$ cat config.mk
export PLATFORM = sky130hd
export DESIGN_NAME = hoist_brake_sequencer
export DESIGN_NICKNAME = d
export VERILOG_FILES = /design/src/logic/hoist_brake_pkg.sv /design/src/logic/hoist_tick_timer.sv /design/src/logic/hoist_pin_sync.sv /design/src/logic/hoist_brake_sequencer.sv
export SDC_FILE = /design/constraint.sdc
export NUM_CORES = 1
export LEC_CHECK = 0
export BUFFER_PORTS_ARGS = -buffer_cell sky130_fd_sc_hd__buf_4
export CORE_MARGIN = 5
export CORE_UTILIZATION = 57
export CTS_BUF_LIST = sky130_fd_sc_hd__clkbuf_8
export DETAILED_ROUTE_END_ITERATION = 7
export PLACE_DENSITY_LB_ADDON = 0.12
export SLEW_MARGIN = 30
export SYNTH_ARGS = -nofsm -noshare
export SYNTH_HDL_FRONTEND = slang
export SYNTH_SLANG_ARGS = --single-unit
$ cat constraint.sdc
create_clock -name clk_sys -period 4.07 [get_ports clk_sys]
set_input_delay 0.2035 -clock clk_sys [delete_from_list [all_inputs] [get_ports clk_sys]]
set_output_delay 0.2035 -clock clk_sys [all_outputs]
set_load 0.03 [all_outputs]
$ cat src/logic/hoist_brake_pkg.sv
package hoist_brake_pkg;
	// ------------------------------------------------------------
	// widths and timing
	// ------------------------------------------------------------
	localparam int  SPEED_W          = 16;   // speed in 0.1 Hz units
	localparam int  CURR_W           = 16;   // current in 0.01 % units
	localparam int  TIME_W           = 10;   // time settings in 0.01 s
	localparam int  CLK_HZ           = 40000000;
	localparam int  TICK_US          = 10000; // one setting step, 10 ms
	localparam int  TICK_CYCLES      = CLK_HZ / 1000000 * TICK_US;
	// ------------------------------------------------------------
	// setting limits
	// ------------------------------------------------------------
	localparam logic [SPEED_W-1:0] APPLY_SPEED_MAX  = 16'h00FA; // 25.0 Hz
	localparam logic [TIME_W-1:0]  APPLY_DELAY_MAX  = 10'h1F4;  // 5.00 s
	localparam logic [TIME_W-1:0]  RELEASE_DLY_MAX  = 10'h1F4;  // 5.00 s
	localparam logic [TIME_W-1:0]  CHECK_TIME_MAX   = 10'h3E8;  // 10.00 s
	// ------------------------------------------------------------
	// apply-condition register
	// ------------------------------------------------------------
	localparam int          COND_W          = 5;
	localparam logic [4:0]  COND_RESET      = 5'h00;
	localparam int          COND_SPEED_BIT  = 0;
	localparam int          COND_RUN_BIT    = 4;
	// ------------------------------------------------------------
	// sequencer states
	// ------------------------------------------------------------
	typedef enum logic [3:0] {
		ST_HELD    = 4'b0001,
		ST_RELWAIT = 4'b0010,
		ST_OPEN    = 4'b0100,
		ST_LOCKED  = 4'b1000
	} brake_state_e;
endpackage

$ cat src/logic/hoist_tick_timer.sv
`timescale 1ns/1ps
// counts setting steps while enabled, flags when the limit is reached
module hoist_tick_timer #(
	parameter int TICK_CYCLES = 400000,
	parameter int TIME_W      = 10
) (
	input  wire logic              clk_sys,  // system clock
	input  wire logic              rst_n,    // async reset, low
	input  wire logic              run,      // count while high
	input  wire logic [TIME_W-1:0] limit,    // steps to reach
	output logic                   done      // limit reached
);
	localparam int PW = $clog2(TICK_CYCLES + 1);

	logic [PW-1:0]     preFf;
	logic [TIME_W-1:0] cntFf;
	logic [PW-1:0]     nxt_preFf;
	logic [TIME_W-1:0] nxt_cntFf;

	initial begin
		if (TICK_CYCLES < 1) $error("tick too short");
	end

	assign done = run && (cntFf >= limit);

	// ----------------------------------------------------------
	// prescaler and step counter
	// ----------------------------------------------------------
	always_comb begin
		nxt_preFf = preFf;
		nxt_cntFf = cntFf;
		if (!run) begin
			nxt_preFf = '0;
			nxt_cntFf = '0;
		end else if (!done) begin
			if (preFf == PW'(TICK_CYCLES - 1)) begin
				nxt_preFf = '0;
				nxt_cntFf = cntFf + 1'b1;
			end else begin
				nxt_preFf = preFf + 1'b1;
			end
		end
	end

	always_ff @(posedge clk_sys or negedge rst_n) begin
		if (!rst_n) begin
			preFf <= '0;
			cntFf <= '0;
		end else begin
			preFf <= nxt_preFf;
			cntFf <= nxt_cntFf;
		end
	end
endmodule

$ cat src/logic/hoist_pin_sync.sv
`timescale 1ns/1ps
// three-stage input filter: change accepted when stages two and three agree
module hoist_pin_sync (
	input  wire logic clk_sys,  // system clock
	input  wire logic rst_n,    // async reset, low
	input  wire logic pin,      // raw pin
	output logic      level     // filtered level
);
	logic s1Ff;
	logic s2Ff;
	logic s3Ff;
	logic levelFf;
	logic nxt_levelFf;

	assign level = levelFf;

	// take the new level only once two stages agree
	always_comb begin
		nxt_levelFf = levelFf;
		if (s2Ff == s3Ff) begin
			nxt_levelFf = s3Ff;
		end
	end

	always_ff @(posedge clk_sys or negedge rst_n) begin
		if (!rst_n) begin
			s1Ff    <= 1'b0;
			s2Ff    <= 1'b0;
			s3Ff    <= 1'b0;
			levelFf <= 1'b0;
		end else begin
			s1Ff    <= pin;
			s2Ff    <= s1Ff;
			s3Ff    <= s2Ff;
			levelFf <= nxt_levelFf;
		end
	end
endmodule

$ cat src/logic/hoist_brake_sequencer.sv
`timescale 1ns/1ps
module hoist_brake_sequencer #(
	parameter int TICK_CYC = hoist_brake_pkg::TICK_CYCLES
) (
	input  wire logic                                clk_sys,        // clock
	input  wire logic                                rst_n,          // reset
	input  wire logic                                runCmd,         // run cmd
	input  wire logic                                outputOn,       // gate on
	input  wire logic                                alarmTrip,      // alarm
	input  wire logic                                coastStop,      // coast
	input  wire logic                                tuningStatic,   // tuning
	input  wire logic                                motor2Sel,      // motor 2
	input  wire logic                                second_motor_function_select, // m2 bit
	input  wire logic [hoist_brake_pkg::SPEED_W-1:0] detSpeed,       // detected
	input  wire logic [hoist_brake_pkg::SPEED_W-1:0] refSpeed,       // reference
	input  wire logic [hoist_brake_pkg::CURR_W-1:0]  outCurrent,     // current
	input  wire logic [hoist_brake_pkg::CURR_W-1:0]  outTorque,      // torque
	input  wire logic [hoist_brake_pkg::CURR_W-1:0]  releaseCurrent, // rel curr
	input  wire logic [hoist_brake_pkg::SPEED_W-1:0] releaseSpeed,   // rel spd
	input  wire logic [hoist_brake_pkg::CURR_W-1:0]  release_torque_level, // trq
	input  wire logic [hoist_brake_pkg::TIME_W-1:0]  release_delay_time, // delay
	input  wire logic [hoist_brake_pkg::SPEED_W-1:0] apply_speed_threshold, // thr
	input  wire logic [hoist_brake_pkg::TIME_W-1:0]  apply_delay_time, // delay
	input  wire logic [hoist_brake_pkg::SPEED_W-1:0] stop_speed_level, // stop
	input  wire logic [hoist_brake_pkg::SPEED_W-1:0] arrival_hysteresis_width, // hy
	input  wire logic [hoist_brake_pkg::TIME_W-1:0]  brake_check_time, // check
	input  wire logic [hoist_brake_pkg::COND_W-1:0]  condWrData,     // cond data
	input  wire logic                                condWrEn,       // cond write
	input  wire logic                                brake_feedback_in, // pin
	output logic [hoist_brake_pkg::COND_W-1:0]       apply_condition_select, // rd
	output logic                                     brake_release_out, // out
	output logic                                     brake_mismatch_alarm // trip
);
	import hoist_brake_pkg::*;

	brake_state_e            stateFf;
	brake_state_e            nxt_stateFf;
	logic [COND_W-1:0]       condFf;
	logic [COND_W-1:0]       nxt_condFf;
	logic                    armedFf;
	logic                    nxt_armedFf;
	logic                    stopSeenFf;
	logic                    nxt_stopSeenFf;
	logic                    aboveFf;
	logic                    nxt_aboveFf;
	logic                    runPrevFf;
	logic                    lockRunOffFf;
	logic                    nxt_lockRunOffFf;
	logic                    mismatchFf;
	logic                    nxt_mismatchFf;
	logic                    fbLevel;
	logic [SPEED_W-1:0]      cmpSpeed;
	logic [SPEED_W-1:0]      applyThr;
	logic [TIME_W-1:0]       applyDly;
	logic [TIME_W-1:0]       relDly;
	logic [TIME_W-1:0]       chkTime;
	logic                    motorOk;
	logic                    forceApply;
	logic                    lowSpeed;
	logic                    applyQual;
	logic                    relCond;
	logic                    applyRun;
	logic                    applyDone;
	logic                    relDone;
	logic                    chkRun;
	logic                    chkDone;

	// clamp a setting to its documented maximum
	function automatic logic [TIME_W-1:0] clampTime(
		input logic [TIME_W-1:0] v,
		input logic [TIME_W-1:0] mx
	);
		return (v > mx) ? mx : v;
	endfunction

	initial begin
		if (TICK_CYC < 1) $error("tick count must be positive");
	end

	// ----------------------------------------------------------
	// setting qualification
	// ----------------------------------------------------------
	assign apply_condition_select = condFf;
	assign cmpSpeed = condFf[COND_SPEED_BIT] ? refSpeed : detSpeed;
	assign applyThr = (apply_speed_threshold > APPLY_SPEED_MAX)
		? APPLY_SPEED_MAX : apply_speed_threshold;
	assign applyDly = clampTime(apply_delay_time, APPLY_DELAY_MAX);
	assign relDly   = clampTime(release_delay_time, RELEASE_DLY_MAX);
	assign chkTime  = clampTime(brake_check_time, CHECK_TIME_MAX);
	assign motorOk  = !motor2Sel || second_motor_function_select;
	// immediate apply sources
	assign forceApply = alarmTrip || coastStop || tuningStatic
		|| mismatchFf || !motorOk;
	assign lowSpeed  = (cmpSpeed < applyThr) && stopSeenFf;
	// bit 4 set: run must be off to apply
	assign applyQual = condFf[COND_RUN_BIT] ? !runCmd : 1'b1;
	assign relCond   = runCmd && outputOn && armedFf
		&& (outCurrent > releaseCurrent) && (cmpSpeed > releaseSpeed)
		&& (outTorque >= release_torque_level);
	assign applyRun  = (stateFf == ST_OPEN) && lowSpeed
		&& applyQual;
	assign chkRun    = outputOn && (fbLevel != brake_release_out);

	// ----------------------------------------------------------
	// timers and feedback filter
	// ----------------------------------------------------------
	hoist_tick_timer #(.TICK_CYCLES(TICK_CYC), .TIME_W(TIME_W)) uApply (
		.clk_sys (clk_sys),
		.rst_n   (rst_n),
		.run     (applyRun),
		.limit   (applyDly),
		.done    (applyDone)
	);

	hoist_tick_timer #(.TICK_CYCLES(TICK_CYC), .TIME_W(TIME_W)) uRelease (
		.clk_sys (clk_sys),
		.rst_n   (rst_n),
		.run     (relCond && (stateFf == ST_RELWAIT)),
		.limit   (relDly),
		.done    (relDone)
	);

	hoist_tick_timer #(.TICK_CYCLES(TICK_CYC), .TIME_W(TIME_W)) uCheck (
		.clk_sys (clk_sys),
		.rst_n   (rst_n),
		.run     (chkRun),
		.limit   (chkTime),
		.done    (chkDone)
	);

	hoist_pin_sync uFb (
		.clk_sys (clk_sys),
		.rst_n   (rst_n),
		.pin     (brake_feedback_in),
		.level   (fbLevel)
	);

	// ----------------------------------------------------------
	// stop detection, rearm and mismatch latch
	// ----------------------------------------------------------
	always_comb begin
		nxt_condFf       = condWrEn ? condWrData : condFf;
		nxt_stopSeenFf   = stopSeenFf;
		nxt_aboveFf      = aboveFf;
		nxt_armedFf      = armedFf;
		nxt_mismatchFf   = mismatchFf;
		nxt_lockRunOffFf = lockRunOffFf;
		// arm once above level plus hysteresis, stop when below level
		if ({1'b0, cmpSpeed} > ({1'b0, stop_speed_level}
			+ {1'b0, arrival_hysteresis_width})) begin
			nxt_aboveFf    = 1'b1;
			nxt_stopSeenFf = 1'b0;
		end else if (aboveFf && cmpSpeed < stop_speed_level) begin
			nxt_aboveFf    = 1'b0;
			nxt_stopSeenFf = 1'b1;
		end
		// release allowed again only after run off then on
		if (!runCmd) begin
			nxt_lockRunOffFf = 1'b1;
		end
		if (runCmd && !runPrevFf && lockRunOffFf) begin
			nxt_armedFf      = 1'b1;
			nxt_lockRunOffFf = 1'b0;
		end
		if (stateFf == ST_OPEN && nxt_stateFf != ST_OPEN) begin
			nxt_armedFf      = 1'b0;
			nxt_lockRunOffFf = 1'b0;
		end
		// mismatch trip holds until run is removed; set wins
		if (chkDone) begin
			nxt_mismatchFf = 1'b1;
		end else if (!runCmd) begin
			nxt_mismatchFf = 1'b0;
		end
	end

	// ----------------------------------------------------------
	// brake state machine
	// ----------------------------------------------------------
	always_comb begin
		nxt_stateFf = stateFf;
		unique case (stateFf)
			ST_HELD: begin
				if (!forceApply && armedFf) begin
					nxt_stateFf = ST_RELWAIT;
				end
			end
			ST_RELWAIT: begin
				if (forceApply || !runCmd) begin
					nxt_stateFf = ST_HELD;
				end else if (relDone) begin
					nxt_stateFf = ST_OPEN;
				end
			end
			ST_OPEN: begin
				if (forceApply || !outputOn || applyDone) begin
					nxt_stateFf = ST_LOCKED;
				end
			end
			ST_LOCKED: begin
				if (!runCmd) begin
					nxt_stateFf = ST_HELD;
				end
			end
			default: nxt_stateFf = ST_HELD;
		endcase
	end

	assign brake_release_out    = (stateFf == ST_OPEN);
	assign brake_mismatch_alarm = mismatchFf;

	always_ff @(posedge clk_sys or negedge rst_n) begin
		if (!rst_n) begin
			stateFf      <= ST_HELD;
			condFf       <= COND_RESET;
			armedFf      <= 1'b0;
			stopSeenFf   <= 1'b0;
			aboveFf      <= 1'b0;
			runPrevFf    <= 1'b0;
			lockRunOffFf <= 1'b1;
			mismatchFf   <= 1'b0;
		end else begin
			stateFf      <= nxt_stateFf;
			condFf       <= nxt_condFf;
			armedFf      <= nxt_armedFf;
			stopSeenFf   <= nxt_stopSeenFf;
			aboveFf      <= nxt_aboveFf;
			runPrevFf    <= runCmd;
			lockRunOffFf <= nxt_lockRunOffFf;
			mismatchFf   <= nxt_mismatchFf;
		end
	end

	// ----------------------------------------------------------
	// checks
	// ----------------------------------------------------------
	property p_alarmApply;
		@(posedge clk_sys) disable iff (!rst_n)
		(alarmTrip || coastStop) |=> !brake_release_out;
	endproperty
	a_alarmApply: assert property (p_alarmApply)
		else $error("release held through alarm");

	property p_tuneHeld;
		@(posedge clk_sys) disable iff (!rst_n)
		tuningStatic |=> !brake_release_out;
	endproperty
	a_tuneHeld: assert property (p_tuneHeld)
		else $error("release during tuning");

	property p_outOff;
		@(posedge clk_sys) disable iff (!rst_n)
		(brake_release_out && !outputOn) |=> !brake_release_out;
	endproperty
	a_outOff: assert property (p_outOff)
		else $error("release kept with output off");

	property p_relNeedsRun;
		@(posedge clk_sys) disable iff (!rst_n)
		$rose(brake_release_out) |-> $past(relDone) && $past(runCmd);
	endproperty
	a_relNeedsRun: assert property (p_relNeedsRun)
		else $error("release without delay");

	property p_noRelock;
		@(posedge clk_sys) disable iff (!rst_n)
		$fell(brake_release_out) ##1 runCmd [*2] |-> !brake_release_out;
	endproperty
	a_noRelock: assert property (p_noRelock)
		else $error("release again without run cycle");

	property p_mismatch;
		@(posedge clk_sys) disable iff (!rst_n)
		chkDone |=> brake_mismatch_alarm ##1 !brake_release_out;
	endproperty
	a_mismatch: assert property (p_mismatch)
		else $error("mismatch not tripped");

	property p_motor2;
		@(posedge clk_sys) disable iff (!rst_n)
		(motor2Sel && !second_motor_function_select) |=> !brake_release_out;
	endproperty
	a_motor2: assert property (p_motor2)
		else $error("release for unselected motor");

	property p_applyCond;
		@(posedge clk_sys) disable iff (!rst_n)
		(brake_release_out && runCmd && condFf[COND_RUN_BIT] && outputOn
			&& !forceApply)
		|=> brake_release_out;
	endproperty
	a_applyCond: assert property (p_applyCond)
		else $error("applied while running");

	c_release: cover property (@(posedge clk_sys) $rose(brake_release_out));
	c_apply:   cover property (@(posedge clk_sys) $fell(brake_release_out));
	c_trip:    cover property (@(posedge clk_sys) $rose(brake_mismatch_alarm));
endmodule

==> results.tsv <==
metric	value	unit
gr-total-overflow	0	
firstDrtPassIters	4	
hold_viol	0	
drive_gt1_frac	0.216	
startpoint_type	input port	
dr_total_vias	8860	
cp_max_fo	3	
avgSynthCellArea	8.64	um2
cts-root-buf	clkbuf_8	
crit_arrival	4000	ps
r2r-start	apply_condition_select[0]	
setup_viol	0	
finClkSkew	17.8	ps
post-route-period-util	0.919	
cp.depth	18	
grt_max_degree	62	
drt-total-wl	23800	um
grt_first_pass_wirelength	39900	um
required	4330	ps
hold_ws	59.8	ps
cpLargestDelayFamily	compound AO/OA/AOI/OAI gates	
dieArea	0.0193	mm2
worstReg2RegEnd	uRelease.preFf[10]	
drt-vias-per-instance	5.72	
antenna_found_initial	1	
numClockSinks	106	
rsz0062_at_grt	false	
min_path_type	in2reg	
drv_slew	0	
synth.area.top_cells	dfrtp_1 28%, ha_1 19%, a21oi_1 4.0%, nor2_1 3.9%, inv_1 3.7%	
regArea	0.00266	mm2
clkLatencyLatePin	380	ps
ys_seq_area_frac	0.281	
routedWlPerCell	15.3	um
final_util	0.708	
fmax	267	MHz
clock_path_buffers	2	
slowest_delay	430	ps
critPathSlowestCell	a2111oi_0	
tritoncts	yes	
fin_nets	1675	
chipHeight	139	um
synthArstFlopShare	1.00	
place.gp.congestion	0.940	
synthTopCellsByCount	146 x ha_1, 104 x dfrtp_1, 97 x nor2_1, 94 x inv_1, 76 x a21oi_1	
post-route-min-period	3740	ps
holdPathEnd	apply_condition_select[1]	
synth_most_common_cell	ha_1	
p_leak	0.00572	uW
reg2reg_slack	370	ps
area_delta_synth_final	22.8	%
core_area	0.0164	mm2
synth_area	0.00946	mm2
critical_path_buf_inv_count	3	
synth_edf_count	0	
drt_iter0_drc	527	
chipWidth	139	um
io_buffers	212	
yosys.area.top_type	dfrtp_1	
synth_warnings	0	
peakVddDrop	190	uV
cp-end-kind	flip-flop	
maxSlewHeadroom	0.472	
ys_dominant_reg_cell	dfrtp_1	
maxCapViolCount	0	
drc	0	
setup-tns-final	0	ps
syn-instance-count	1094	
dp_hpwl	19300	um
outcome	completed	
cp_cell_sequence	buf_4 -> ha_1 -> fa_1 -> a21o_1 -> a21o_1 -> a2111oi_1 -> buf_4 -> o31ai_1 -> o41ai_2 -> buf_4 -> o21bai_1 -> a21oi_1 -> xor2_1 -> ha_1 -> a2111oi_0 -> nor3b_1 -> nor3_1 -> a21o_1	
multi_input_area	0.00639	mm2
reg2reg_depth	11	
synth_cell_type_count	71	
floorplan.initialDensity	0.576	
hold_start	condWrData[1]	
grt_usage	0.242	
numCtsBuffers	9	
ios	213	
ys_seq_elements	106	
antenna_left	0	
min_path_cells	2	
grt_pass1_vias	8604	
fillers	1336	
rows	47	
synth_top_cell_area_share	0.275	
cts_max_level	3	
path_clk_slew	100	ps
tightest_slew	791	ps
critPathKind	in2reg	
powerDensity	222	mW/mm2
layer usage:
| layer | global-route usage | part of all wire |
|---|---|---|
| met1 | 0.312 | 0.44 |
| met2 | 0.425 | 0.50 |
| met3 | 0.0359 | 0.037 |
| met4 | 0.0705 | 0.022 |
| met5 | 0 | 0 |
state kept, by name (all words and copies together), names as in the netlist, 4 cells and up:
register                cells
stateFf                     4
apply_condition_select      5
uApply.cntFf               10
uCheck.cntFf               10
uRelease.preFf             19
uCheck.preFf               19
uRelease.cntFf             10
uApply.preFf               19
cell usage in the layout (no fill, tap or decap), types with 12 or more instances in the layout:
cell,n
xor2_1,37
nand3_1,42
or3_1,20
xnor2_1,18
mux2_2,22
clkbuf_8,12
nor3_1,22
o21ai_0,54
and3_1,17
o31ai_1,13
ha_1,146
nor2_1,97
nand4_1,31
a21o_1,29
or4_1,13
and2_1,16
buf_4,226
inv_1,95
dfrtp_1,104
nor2b_1,15
nand2_1,64
a21oi_1,76
how the worst max path moves through the flow:
stage	start	endpoint	slack [ps]
floorplan	stop_speed_level[0]	aboveFf	360
global placement	stop_speed_level[0]	aboveFf	110
detailed placement	stop_speed_level[0]	aboveFf	-30
CTS	apply_condition_select[0]	uRelease.preFf[10]	320
global route	stop_speed_level[0]	stopSeenFf	40
finish	stop_speed_level[0]	aboveFf	330
power breakdown:
group	internal (uW)	switching, uW
logic	405	377
registers	1080	22.5
clock network	335	362
cell families after synthesis:
kind of cell	count (synthesis)	share of synthesized area
AOI/OAI and AO/OA	255	0.177
other	1	0.000397
buffers and inverters	115	0.0475
xor gates and xnor gates	55	0.0509
and+or+nand+nor	389	0.218
DFF	106	0.281
muxes	25	0.0294
adders and majority gates	148	0.196
what timing repair did:
item,CTS,global route
setup endpoints to repair,0,2
gates resized for setup,0,1
hold endpoints to repair,60,0
buffers inserted,0,0
hold buffers,3,0
stage by stage:
step                instance area (um2)  power (uW)  worst slack, ps  instances
finish                            11600        2580              330       1548
global route                      11600        2750             38.9       1548
CTS                               11600        2600              325       1547
detailed placement                11400        1900            -34.9       1528
global placement                  11400        1880              110       1528
floorplan                          9490        1580              358       1103
final cells by class:
type | count | share of cell area
antenna | 1 | 0.000216
clock buffer | 12 | 0.0142
clock inverter | 4 | 0.00409
inverter | 94 | 0.0304
multi-input combinational | 882 | 0.550
sequential | 106 | 0.229
tap | 220 | 0.0237
timing repair buffer | 229 | 0.149
No activity file was read; power rests on OpenSTA's default activity.
